--- config.mk ---
export PLATFORM = sky130hd
export DESIGN_NAME = ssac_front_end
export DESIGN_NICKNAME = d
export VERILOG_FILES = /design/src/include/ssac_pkg.sv /design/src/rtl/ssac_burst_counter.sv /design/src/rtl/ssac_front_end.sv
export SDC_FILE = /design/constraint.sdc
export NUM_CORES = 1
export LEC_CHECK = 0
export BUFFER_PORTS_ARGS = -buffer_cell sky130_fd_sc_hd__buf_2
export CORE_ASPECT_RATIO = 0.7
export CORE_MARGIN = 2
export CORE_UTILIZATION = 47
export DETAILED_ROUTE_END_ITERATION = 8
export GPL_TIMING_DRIVEN = 0
export PLACE_DENSITY_LB_ADDON = 0.12
export RECOVER_POWER = 100
export SLEW_MARGIN = 20
export SYNTH_ARGS = -nofsm -noshare
export SYNTH_HDL_FRONTEND = slang
export SYNTH_SLANG_ARGS = --single-unit
--- constraint.sdc ---
create_clock -name clk_i -period 1.9 [get_ports clk_i]
set_input_delay 0.38 -clock clk_i [delete_from_list [all_inputs] [get_ports clk_i]]
set_output_delay 0.38 -clock clk_i [all_outputs]
set_load 0.05 [all_outputs]
--- src/include/ssac_pkg.sv ---
// Package with widths, burst orders and reset values for the SRAM address and write front end.
package ssac_pkg;
  localparam int ADDR_W = 19;
  localparam int DEPTH = 524288;
  localparam int LANES = 2;
  localparam int BURST_W = 2;
  localparam logic [18:0] ADDR_RST = 19'h00000;
  localparam logic [1:0] BURST_RST = 2'h0;
  localparam logic [1:0] STEP_ONE = 2'h1;
  localparam logic [1:0] LANE_RST = 2'h0;
  localparam logic [0:0] STRAP_INTERLEAVED = 1'h1;

  typedef enum logic {
    SSAC_LINEAR,
    SSAC_INTERLEAVED
  } ssac_order_t;
endpackage : ssac_pkg

--- src/rtl/ssac_burst_counter.sv ---
// Two-bit burst counter with linear or interleaved sequence.
`timescale 1ns/100ps
`default_nettype none
module ssac_burst_counter
  import ssac_pkg::*;
(
  // Clock and reset.
  input wire logic clk_i,
  input wire logic reset_n_i,
  // Control.
  input wire logic load_i,
  input wire logic [BURST_W-1:0] start_i,
  input wire logic step_i,
  input wire ssac_order_t order_i,
  // Result.
  output logic [BURST_W-1:0] offset_o
);
  logic [BURST_W-1:0] start_q, start_d;
  logic [BURST_W-1:0] count_q, count_d;
  logic [BURST_W-1:0] offset_q, offset_d;

  always_comb
  begin
    start_d = start_q;
    count_d = count_q;
    if (load_i)
    begin
      start_d = start_i;
      count_d = BURST_RST;
    end
    else if (step_i)
    begin
      count_d = count_q + STEP_ONE;
    end
    if (order_i == SSAC_LINEAR)
    begin
      offset_d = start_d + count_d;
    end
    else
    begin
      offset_d = start_d ^ count_d;
    end
  end

  always_ff @(posedge clk_i)
  begin
    if (!reset_n_i)
    begin
      start_q <= BURST_RST;
      count_q <= BURST_RST;
      offset_q <= BURST_RST;
    end
    else
    begin
      start_q <= start_d;
      count_q <= count_d;
      offset_q <= offset_d;
    end
  end

  assign offset_o = offset_q;
endmodule : ssac_burst_counter
`default_nettype wire

--- src/rtl/ssac_front_end.sv ---
// Address capture, burst sequencing and byte lane write decode of a synchronous SRAM.
// Notes on behaviour
// - The 19-bit address selects exactly one of the 512K word locations.
// - The address is captured only when a strobe is low and all chip selects are active.
// - A captured address loads its two low bits into the two-bit burst counter.
// - A low order strap gives linear bursts, a high or floating strap interleaved ones.
// - A lane is written when its select is low and the lane write qualifier is low.
// - A low global write writes every lane regardless of selects and qualifier.
// - With both strobes low only the processor strobe is acted on.
// - A low step input during a burst advances the counter on each rising edge.
`timescale 1ns/100ps
`default_nettype none
module ssac_front_end
  import ssac_pkg::*;
(
  // Clock and reset.
  input wire logic clk_i,
  input wire logic reset_n_i,
  // Address and strobes from the host.
  input wire logic [ADDR_W-1:0] addr_i,
  input wire logic processor_addr_strobe_n_i,
  input wire logic controller_addr_strobe_n_i,
  input wire logic burst_step_n_i,
  // Chip selects.
  input wire logic chip_select_primary_n_i,
  input wire logic chip_select_second_i,
  input wire logic chip_select_third_n_i,
  // Write controls.
  input wire logic lane_a_write_select_n_i,
  input wire logic lane_b_write_select_n_i,
  input wire logic lane_write_qualifier_n_i,
  input wire logic all_lanes_write_n_i,
  // Burst order strap.
  input wire logic order_strap_i,
  // Array side.
  output logic [ADDR_W-1:0] word_addr_o,
  output logic [LANES-1:0] lane_write_o,
  output logic selected_o,
  output logic processor_cycle_o
);
  // Pins cross from outside the clock domain through two flops.
  localparam int NSYNC = ADDR_W + 11;
  logic [NSYNC-1:0] pin_raw;
  logic [NSYNC-1:0] sync1_q, sync2_q;
  assign pin_raw = {addr_i, processor_addr_strobe_n_i, controller_addr_strobe_n_i,
                    burst_step_n_i, chip_select_primary_n_i, chip_select_second_i,
                    chip_select_third_n_i, lane_a_write_select_n_i, lane_b_write_select_n_i,
                    lane_write_qualifier_n_i, all_lanes_write_n_i, order_strap_i};

  // Every pin lags by the same two cycles, so the decisions below see one consistent
  // snapshot of the bus.
  always_ff @(posedge clk_i)
  begin
    sync1_q <= pin_raw;
    sync2_q <= sync1_q;
  end

  logic [ADDR_W-1:0] s_addr;
  logic s_psn, s_csn, s_stepn, s_ce1n, s_ce2, s_ce3n, s_lan, s_lbn, s_qn, s_gwn, s_strap;
  assign s_addr = sync2_q[NSYNC-1 -: ADDR_W];
  assign s_psn = sync2_q[10];
  assign s_csn = sync2_q[9];
  assign s_stepn = sync2_q[8];
  assign s_ce1n = sync2_q[7];
  assign s_ce2 = sync2_q[6];
  assign s_ce3n = sync2_q[5];
  assign s_lan = sync2_q[4];
  assign s_lbn = sync2_q[3];
  assign s_qn = sync2_q[2];
  assign s_gwn = sync2_q[1];
  assign s_strap = sync2_q[0];

  // The device answers only when all three chip selects are active at once.
  function automatic logic chip_active(input logic ce1n, input logic ce2, input logic ce3n);
    chip_active = !ce1n && ce2 && !ce3n;
  endfunction : chip_active

  logic sel_now, capture, by_processor;
  ssac_order_t order;
  logic [BURST_W-1:0] burst_off;

  always_comb
  begin
    sel_now = chip_active(s_ce1n, s_ce2, s_ce3n);
    capture = sel_now && (!s_psn || !s_csn);
    by_processor = sel_now && !s_psn;
    // The strap is read every cycle and is taken to be static in operation.
    order = (s_strap == STRAP_INTERLEAVED[0]) ? SSAC_INTERLEAVED : SSAC_LINEAR;
  end

  logic [ADDR_W-1:0] base_q, base_d;
  logic burst_q, burst_d;
  logic [ADDR_W-1:0] word_addr_q, word_addr_d;
  logic [LANES-1:0] lane_write_q, lane_write_d;
  logic selected_q, selected_d;
  logic processor_q, processor_d;
  logic step;
  logic [LANES-1:0] sel_n;

  // A step on the capture edge is dropped, so a burst always begins at its start value.
  assign step = burst_q && !capture && !s_stepn;
  assign sel_n = {s_lbn, s_lan};

  // The counter sees the same capture decision as the address register.
  ssac_burst_counter u_burst
  (
    .clk_i(clk_i),
    .reset_n_i(reset_n_i),
    .load_i(capture),
    .start_i(s_addr[BURST_W-1:0]),
    .step_i(step),
    .order_i(order),
    .offset_o(burst_off)
  );

  always_comb
  begin
    base_d = base_q;
    burst_d = burst_q;
    selected_d = selected_q;
    processor_d = processor_q;
    if (capture)
    begin
      base_d = s_addr;
      burst_d = 1'b1;
      selected_d = 1'b1;
      processor_d = by_processor;
    end
    // A strobe while deselected closes the burst, so later steps cannot move the counter.
    else if (!s_psn || !s_csn)
    begin
      burst_d = 1'b0;
      selected_d = 1'b0;
    end
    // The captured upper part sits above the live burst offset.
    word_addr_d = {base_q[ADDR_W-1:BURST_W], burst_off};
    // Global write overrides the lane selects; a lane write also needs the qualifier.
    for (int i = 0; i < LANES; i++)
    begin
      lane_write_d[i] = !s_gwn || (!s_qn && !sel_n[i]);
    end
  end

  always_ff @(posedge clk_i)
  begin
    if (!reset_n_i)
    begin
      base_q <= ADDR_RST;
      burst_q <= 1'b0;
      word_addr_q <= ADDR_RST;
      lane_write_q <= LANE_RST;
      selected_q <= 1'b0;
      processor_q <= 1'b0;
    end
    else
    begin
      base_q <= base_d;
      burst_q <= burst_d;
      word_addr_q <= word_addr_d;
      lane_write_q <= lane_write_d;
      selected_q <= selected_d;
      processor_q <= processor_d;
    end
  end

  assign word_addr_o = word_addr_q;
  assign lane_write_o = lane_write_q;
  assign selected_o = selected_q;
  assign processor_cycle_o = processor_q;

  // The checks below watch the synchronised pins, two cycles behind the package pins.
  property p_capture;
    @(posedge clk_i) disable iff (!reset_n_i)
      capture |=> base_q == $past(s_addr);
  endproperty
  capture_addr_a: assert property (p_capture) else $error("address not captured");
  no_capture_a: assert property (@(posedge clk_i) disable iff (!reset_n_i)
    (!sel_now) |=> $stable(base_q)) else $error("address captured while deselected");
  burst_load_a: assert property (@(posedge clk_i) disable iff (!reset_n_i)
    capture |=> ##1 word_addr_q[1:0] == $past(s_addr[1:0], 2))
    else $error("burst start not loaded");
  proc_prio_a: assert property (@(posedge clk_i) disable iff (!reset_n_i)
    (capture && !s_psn) |=> processor_q) else $error("processor strobe not preferred");
  global_write_a: assert property (@(posedge clk_i) disable iff (!reset_n_i)
    !s_gwn |=> lane_write_q == 2'h3) else $error("global write missed a lane");
  lane_gate_a: assert property (@(posedge clk_i) disable iff (!reset_n_i)
    (s_gwn && s_qn) |=> lane_write_q == 2'h0) else $error("lane written without qualifier");
  lane_a_a: assert property (@(posedge clk_i) disable iff (!reset_n_i)
    (s_gwn && !s_qn) |=> lane_write_q[0] == !$past(s_lan)) else $error("lane a decode");
  linear_step_a: assert property (@(posedge clk_i) disable iff (!reset_n_i)
    (step && order == SSAC_LINEAR && $stable(order)) |=> ##1
      word_addr_q[1:0] == $past(word_addr_q[1:0]) + 2'h1) else $error("linear step wrong");
  addr_upper_a: assert property (@(posedge clk_i) disable iff (!reset_n_i)
    capture |=> ##1 word_addr_q[ADDR_W-1:2] == $past(s_addr[ADDR_W-1:2], 2))
    else $error("upper address wrong");
  interleave_a: assert property (@(posedge clk_i) disable iff (!reset_n_i)
    (capture && order == SSAC_INTERLEAVED) ##1 (step && order == SSAC_INTERLEAVED) |=> ##1
      word_addr_q[1:0] == ($past(s_addr[1:0], 3) ^ 2'h1)) else $error("interleave wrong");
  lane_b_a: assert property (@(posedge clk_i) disable iff (!reset_n_i)
    (s_gwn && !s_qn) |=> lane_write_q[1] == !$past(s_lbn))
    else $error("lane b decode");
  ctrl_only_a: assert property (@(posedge clk_i) disable iff (!reset_n_i)
    (capture && s_psn) |=> !processor_q)
    else $error("controller capture flagged as processor");
  select_set_a: assert property (@(posedge clk_i) disable iff (!reset_n_i)
    capture |=> selected_q) else $error("capture not flagged");
  deselect_end_a: assert property (@(posedge clk_i) disable iff (!reset_n_i)
    (!sel_now && (!s_psn || !s_csn)) |=> (!selected_q && !burst_q))
    else $error("deselected strobe kept the burst");
  idle_hold_a: assert property (@(posedge clk_i) disable iff (!reset_n_i)
    (!burst_q && !capture && !s_stepn && $stable(order)) |=> $stable(burst_off))
    else $error("counter moved outside a burst");
  step_hold_a: assert property (@(posedge clk_i) disable iff (!reset_n_i)
    (!step && !capture && $stable(order)) |=> $stable(burst_off))
    else $error("counter moved without a step");

  // Covers for controller-only and dual-strobe captures, a long burst, a lane write and an interleaved start.

  cov_ctrl_c: cover property (@(posedge clk_i) capture && !s_csn && s_psn);
  cov_both_c: cover property (@(posedge clk_i) capture && !s_csn && !s_psn);
  cov_burst_c: cover property (@(posedge clk_i) step [*3]);
  cov_lane_c: cover property (@(posedge clk_i) s_gwn && !s_qn && !s_lbn && s_lan);
  cov_inter_c: cover property (@(posedge clk_i)
    (capture && order == SSAC_INTERLEAVED) ##1 (step && order == SSAC_INTERLEAVED));
endmodule : ssac_front_end
`default_nettype wire

**After elaboration in Yosys (flattened, before gate mapping)**

Index checks and enable logic that the tools add are counted.

- Bits in registers: 108
- Latch bits: 0
- Memory bits (writable): 0
- Memory bits (read-only): 0
- Input port bits: 32
- Output and inout port bits: 23
- Word-level logic and storage cells: 42
- Memories kept: 0

- $add $sub $neg: 2
- Multiply operators: 0
- Divide/modulo/power cells: 0
- Magnitude comparators: 0
- Equality and inequality tests: 0
- Shift operators: 0
- Multiplexer cells: 7
- Bitwise operators: 1
- Reductions and logical operators: 22

Operators with widths:

| cell | number |
|---|---|
| $logic_not A1 Y1 | 10 |
| $logic_and A1 B1 Y1 | 8 |
| $mux W2 | 4 |
| $logic_or A1 B1 Y1 | 3 |
| $mux W1 | 3 |
| $add A2 B1 Y2 const B | 1 |
| $add A2 B2 Y2 | 1 |
| $reduce_bool A2 Y1 | 1 |
| $xor A2 B2 Y2 | 1 |

**Longest topological paths before layout**

Gate-level depths: netlist (run 1).

- Depth in word-level cells: 11
- Mapped depth: 9
- Mapped depth without buffers: 8

**Modules after synthesis**

Synthesis (run 1) repeated with hierarchy kept, for this count alone.

- Cell total of the unflattened synthesis: 216
- Area total of the unflattened synthesis: 2782.7 um2

Modules (own cells, without submodules):

| module | instances | cells each | area each (um2) | sequential area each (um2) |
|---|---|---|---|---|
| ssac_front_end | 1 | 189 | 2496.1 | 2001.9 |
| ssac_burst_counter | 1 | 27 | 286.5 | 120.1 |

**Worst setup path after synthesis (run 1)**

Ideal clock, no wire load.

- Path type: register to register
- Start: reg sync2_q[5]
- End: reg u_burst.offset_q[1], in the netlist u_burst.offset_o[1]
- Setup time: 0.062 ns
- Data arrival time: 1.888 ns
- Data required time: 1.838 ns
- Slack: -0.050 ns
- Stages on the path, launching flop included: 9
- Path buffers: 0
- Period minus slack after synthesis: 1.950 ns
- Cells stage by stage: dfxtp_1 > or3b_4 > a21o_1 > mux2_4 > ha_1 > nand2b_1 > nand3b_1 > a211o_1 > nand3_1

- Elaborated cells on any way between the ends: 12
- Those cells by class: add/sub: 1; mux: 4; bitwise: 1; reduce/logical: 6

RTL lines:

| item | RTL line | source |
|---|---|---|
| from (decl) | ssac_front_end.sv:44 | `logic [NSYNC-1:0] sync1_q, sync2_q;` |
| from (signal assigned) | ssac_front_end.sv:55 | `sync2_q <= sync1_q;` |
| $logic_not A1 Y1 | ssac_front_end.sv:75 | `chip_active = !ce1n && ce2 && !ce3n;` |
| $logic_and A1 B1 Y1 | ssac_front_end.sv:75 |  |
| $logic_and A1 B1 Y1 | ssac_front_end.sv:85 | `capture = sel_now && (!s_psn \|\| !s_csn);` |
| $mux W2 | ssac_burst_counter.sv:26 | `if (load_i)` |
| via u_burst.start_d[0] | ssac_burst_counter.sv:18 | `logic [BURST_W-1:0] start_q, start_d;` |
| $add A2 B2 Y2 | ssac_burst_counter.sv:37 | `offset_d = start_d + count_d;` |
| $mux W2 | ssac_burst_counter.sv:35 | `if (order_i == SSAC_LINEAR)` |
| to (signal assigned) | ssac_burst_counter.sv:57 | `offset_q <= offset_d;` |
| to (decl) | ssac_burst_counter.sv:20 | `logic [BURST_W-1:0] offset_q, offset_d;` |

The timed path passes the listed nets, and every way through them passes these cells.
A chain may end at the register's enable or synchronous reset.

**Worst setup path after layout (run 1)**

Ends and elaborated chain as after synthesis.

==> results.ini, run 1 <==
[synthesis]
yosys_warnings = 0
yosysUniqueCellTypes = 26
avgSynthCellArea_um2 = 12.5
syn_inst = 223
netlist_area_um2 = 2790
seq_area_frac_synth_pct = 76.0
synth_fp_nets = 256
ys_seq_elements = 106

[sta]
drv_slew = 0
max_freq_ghz = 0.509
skew_ps = 11.5
fin_crit_sh_pct = 103
tightest_slew_ps = 623
hold_viol = 0
setup_ws_ps = -65.9
slew_headroom_pct = 58.6
rsz0062_at_grt = true
setup_viol = 1
fin_crit_ps = 1970
setup_tns_ps = -65.9

[floorplan]
die_x_um = 96.2
start_util_pct = 48.8
io_pins = 55
dieArea_um2 = 6590
die_height_um = 68.5
core_area_um2 = 5730
std_cell_rows = 23

[global_route]
grt-ovfl-total = 0
antenna_found_initial = 0
grt_pass1_wl_um = 6600
grt_pass1_vias = 1406
grt_usage_pct = 14.0
grt_max_degree = 20

[drt]
wire_per_inst_um = 10.9
vias = 1592
drtPass1Iterations = 2
finalWirelength_um = 4030
drc = 0
drt-vias-per-instance = 4.31
drt_iter0_drc = 24
detail-route-antenna-nets = 0

[min_path]
hold_path.class = in -> reg

[setup_path]
worstSetupStartpointType = flip-flop
crit_fanout = 5
end_kind = flip-flop
critPathKind = reg -> reg
critPathArrivalTime_ps = 2260
crit_required_ps = 2200

[clock_network]
numCtsBuffers = 9
clockRootBuffer = clkbuf_8
cts_tree = yes
clk_pin_slew_ps = 100
hold_buffers = 0
cts_buffer_depth = 2
htreeDepth = 3
cts_sinks = 106
clkLatencyLatePin_ps = 360

[final_layout]
nFillCells = 523
area_growth_syn_to_layout_pct = 20.6
nets = 322
antenna_cells = 0
drive_above_1_share_pct = 19.0

[pwr]
p_leak_nw = 1.36
vdd_ir_drop_max_v = 0.000606
powerDensity_nw_per_um2 = 1150

[run]
max-cap-violations = 0

[placement]
place_congestion = 0.679
port_buffers = 54
dp_slack_ps = -82.2
dp_hpwl_um = 2640

[status]
status = complete, but fails checks
violations = negative setup slack

[critical path, stage by stage, from the launching register on]
cell      delay [ps]
dfxtp_1          310
or3b_4           410
a21o_1           190
mux2_4           330
ha_4             180
nand2b_4          80
nand3b_1          80
a211o_1          280
nand3_1           60
[synthesized netlist by cell type, drive strengths merged]
library cell	instances	area (um2)
nor2	2	7.51
nand3b	2	15.0
ha	1	12.5
nor2b	1	6.26
a211o	1	8.76
dfxtp	106	2120
and3	2	12.5
nand2	37	139
and2	25	159
xnor2	1	8.76
or3b	1	11.3
nand4b	1	8.76
buf	2	10.0
clkbuf	7	26.3
nand3	2	10.0
a21boi	19	143
o211ai	1	7.51
nor3b	2	15.0
o21ai	5	25.0
xor2	1	8.76
mux2	1	15.0
a21o	1	7.51
nand2b	1	6.26
a21oi	1	8.76
[power breakdown]
| part | internal [mW] | switching, mW |
|---|---|---|
| logic | 0.0595 | 0.0897 |
| clock network | 0.630 | 0.750 |
| registers | 2.31 | 0.0272 |
| total | 3.00 | 0.867 |
[layer usage]
layer / up-vias / routed length (um) / track usage, %
met5: - / 0 / 0
met1: 706 / 1920 / 17.4
met3: 5 / 307 / 7.50
met4: 0 / 58 / 5.89
li1: 843 / - / -
met2: 38 / 1740 / 20.3
[timing repair]
item                                    in CTS  in global routing
pin swaps                                    0                  0
gates resized for setup                      2                  1
buffers inserted                             1                  0
endpoints found under the setup margin       1                  1
[metrics by stage]
| stage | std cells | instance area, um2 | hold slack, ps | util (%) | power [mW] |
|---|---|---|---|---|---|
| 5_1_grt | 369 | 3370 | 77.2 | 58.8 | 4.04 |
| 3_3_place_gp | 352 | 3170 | 310 | 55.3 | 2.54 |
| 6_report | 369 | 3370 | 109 | 58.8 | 3.87 |
| 4_1_cts | 369 | 3390 | 91.5 | 59.3 | 3.93 |
| 2_1_floorplan | 223 | 2800 | 310 | - | 2.48 |
| 3_5_place_dp | 352 | 3170 | 312 | 55.3 | 2.55 |
[layout make-up]
cell class | count | area, um2 | area share (%)
Tap cell | 75 | 93.8 | 2.79
Timing Repair Buffer | 55 | 249 | 7.39
Clock inverter | 7 | 81.3 | 2.41
Sequential cell | 106 | 2120 | 63.0
Buffer | 9 | 42.5 | 1.26
Multi-Input combinational cell | 108 | 656 | 19.5
Clock buffer | 9 | 124 | 3.68
[state kept, by name, summed over array words and instances, names as in the netlist, 2 cells and up]
name and count:
sync1_q 30, u_burst.start_q 2, sync2_q 30, word_addr_o 19, u_burst.count_q 2, base_q 17
u_burst.offset_o 2, lane_write_o 2
[layout by cell type, fill, tap and decap left out, types with 2 or more instances in the layout]
| cell | n |
|---|---|
| clkbuf_8 | 9 |
| nand3_1 | 2 |
| buf_2 | 32 |
| clkbuf_1 | 30 |
| and3_1 | 2 |
| dfxtp_1 | 106 |
| a21boi_1 | 2 |
| and2_0 | 12 |
| a21boi_0 | 17 |
| and2_1 | 12 |
| nor3b_1 | 2 |
| nor2_1 | 2 |
| o21ai_0 | 5 |
| nand3b_1 | 2 |
| nand2_1 | 37 |
| inv_6 | 4 |
[worst paths after layout]
kind                   start                  end  slack (ps)  cells after the start
hold / removal     addr_i[7]          sync1_q[18]         110                      1
setup reg to reg  sync2_q[5]  u_burst.offset_o[1]         -70                      8
hold reg to reg   sync1_q[3]           sync2_q[3]         330                      0
setup / recovery  sync2_q[5]  u_burst.offset_o[1]         -70                      8
[logic make-up after synthesis]
kind of cell | count (synthesis) | share of synthesized area (%)
AO/OA/AOI/OAI | 28 | 7.17
XOR/XNOR | 2 | 0.627
adder cells (fa/ha/maj) | 1 | 0.448
buffers and inverters | 9 | 1.30
flip-flops | 106 | 76.0
multiplexers | 1 | 0.537
AND/OR/NAND/NOR | 76 | 14.0
(Power assumes the default switching activity.)
==> run 2: changes to the inputs <==
--- a/config.mk
+++ b/config.mk
@@ -8,7 +8,7 @@
 export BUFFER_PORTS_ARGS = -buffer_cell sky130_fd_sc_hd__buf_2
 export CORE_ASPECT_RATIO = 0.7
 export CORE_MARGIN = 2
-export CORE_UTILIZATION = 47
+export CORE_UTILIZATION = 52
 export DETAILED_ROUTE_END_ITERATION = 8
 export GPL_TIMING_DRIVEN = 0
 export PLACE_DENSITY_LB_ADDON = 0.12
==> constraint.sdc (replaced) <==
create_clock -name clk_i -period 2.1 [get_ports clk_i]
set_input_delay 0.42 -clock clk_i [delete_from_list [all_inputs] [get_ports clk_i]]
set_output_delay 0.42 -clock clk_i [all_outputs]
set_load 0.05 [all_outputs]
==> results.ini, run 2 (same netlist as run 1, synthesis figures left out) <==
[sta]
fin_hold_ws_ps = 166  ; +56.3 ps
tightest_slew_ps = 605  ; -17.6 ps
max_freq_ghz = 0.502  ; -1.3%
slew_headroom_pct = 59.8  ; +1.2 points
fin_crit_ps = 1990  ; +25.2 ps
setup_viol = 0  ; -1
skew_ps = 5.50  ; -6.04 ps
hold_viol = 0  ; unchanged
fin_crit_sh_pct = 94.8  ; -8.7 points
drv_slew = 0  ; unchanged
rsz0062_at_grt = true

[setup_path]
crit_fanout = 5  ; unchanged
reg2reg_slack_ps = 110  ; +170 ps
crit_required_ps = 2390  ; +190 ps
worstSetupStartpointType = flip-flop
reg2reg_depth = 8  ; unchanged
crit_chain = or3b_4 > a21o_1 > mux2_4 > ha_4 > nand2b_4 > nand3b_1 > a211o_1 > nand3_1
max_stage_delay_ps = 420  ; about the same
cp_num_cells = 8  ; unchanged
critPathKind = reg -> reg
critPathBufInv = 0  ; unchanged
cpLargestDelayFamily = simple AND/OR/NAND/NOR gates
critPathArrivalTime_ps = 2280  ; +20 ps
cp_slowest_cell = or3b_4
end_kind = flip-flop

[final_layout]
drive_above_1_share_pct = 18.4  ; -0.68 points
final_cell_mix = dfxtp_1, nand2_1, clkbuf_1, buf_2, a21boi_1
antenna_cells = 0  ; unchanged
final_common_cell = dfxtp_1
nets = 322  ; unchanged
area_growth_syn_to_layout_pct = 20.0
final_core_util_pct = 64.4  ; +5.6 points

[global_route]
grt_max_degree = 17  ; -15%
grt_pass1_vias = 1564  ; +11%
antenna_found_initial = 0  ; unchanged
top_usage_layer = met2
grtUsageMet3_pct = 6.31  ; -1.2 points
use_met2_pct = 24.4  ; +4.1 points
grt_pass1_wl_um = 6910  ; +4.8%
grt-ovfl-total = 0  ; unchanged
grt_usage_pct = 15.3  ; +1.3 points
met1_usage_pct = 18.3  ; +0.82 points

[drt]
drt-vias-per-instance = 4.40  ; +2.1%
vias = 1612  ; +1.3%
drtPass1Iterations = 4  ; +2
drc = 0  ; unchanged
detail-route-antenna-nets = 0  ; unchanged
finalWirelength_um = 4000  ; -0.69%
drt_iter0_drc = 62  ; +160%
wire_per_inst_um = 10.9  ; +0.12%

[floorplan]
dieArea_um2 = 5980  ; -9.1%
core_area_um2 = 5200  ; -9.2%
start_util_pct = 53.7  ; +4.9 points
std_cell_rows = 22  ; -4.3%
die_height_um = 65.3  ; -4.6%
io_pins = 55  ; unchanged
die_x_um = 91.6  ; -4.7%

[pwr]
vdd_ir_drop_max_v = 0.000581  ; -4.0%
powerDensity_nw_per_um2 = 1030  ; -11%
p_sw_share_pct = 20.7  ; -1.7 points
p_leak_nw = 1.36  ; +0.24%
combPwrFrac_pct = 4.0  ; about the same
p_clk_share_pct = 34.6  ; -1.1 points
sequentialPowerShare_pct = 61.5  ; +1.0 points
intPower_mw = 2.73  ; -9.0%
p_sw_uw = 713  ; -18%
power_mw = 3.44  ; -11%

[min_path]
min_path_cells = 1  ; unchanged
hold_path.class = in -> reg

[clock_network]
clockRootBuffer = clkbuf_8
clk_pin_slew_ps = 90  ; about the same
cts_tree = yes
cts_buffer_depth = 2  ; unchanged
clkLatencyLatePin_ps = 350  ; about the same
cts_sinks = 106  ; unchanged
numCtsBuffers = 9  ; unchanged
htreeDepth = 3  ; unchanged

[placement]
port_buffers = 54  ; unchanged
place_congestion = 0.757  ; +12%
dp_hpwl_um = 2710  ; +2.6%

[run]
max-cap-violations = 0  ; unchanged

[status]
status = completed

## run 2: metrics by stage
| step | setup WS (ps) | instances | area (um2) | setup TNS, ps |
|---|---|---|---|---|
| global placement | 48.4 | 349 | 3150 | 0 |
| global route | -1.37 | 366 | 3350 | -1.37 |
| floorplan | 150 | 223 | 2790 | 0 |
| finish | 109 | 366 | 3350 | 0 |
| CTS | 13.5 | 366 | 3360 | 0 |
| detailed placement | -7.12 | 349 | 3150 | -7.12 |
## run 2: routing by layer
layer / routed length [um] / part of all wire, %
met4: 30 / 0.75
met2: 1880 / 47
met1: 1860 / 46
met5: 0 / 0
met3: 239 / 6.0
## run 2: power by group through the flow
stage                     clock network [mW]  logic [mW]  registers [mW]
after floorplan                            0      0.0503            2.19
after detailed placement                   0       0.138            2.16
after global placement                     0       0.136            2.16
after global routing                    1.32       0.153            2.13
after CTS                               1.23       0.140            2.12
final                                   1.19       0.137            2.12
## run 2: path summary, 6_finish.rpt
kind / startpoint / end
setup / recovery: sync2_q[5] / u_burst.offset_o[1]
hold / removal: chip_select_second_i / sync1_q[6]
setup reg to reg: sync2_q[5] / u_burst.offset_o[1]
hold reg to reg: sync1_q[10] / sync2_q[10]
## run 2: timing repair
action	CTS	global route
endpoints found under the setup margin	1	1
hold buffers	0	0
hold endpoints to repair	0	0
gates cloned	0	0
setup buffers	1	0
resized for setup	1	4
## run 2: layout make-up
class	count	area (um2)
plain buffers	9	38.8
clock buffers	12	145
clock inverters	4	51.3
fillers	441	1850
multi-input cells	108	656
flip-flops and latches	106	2120
well taps	72	90.1
repair buffers	55	249
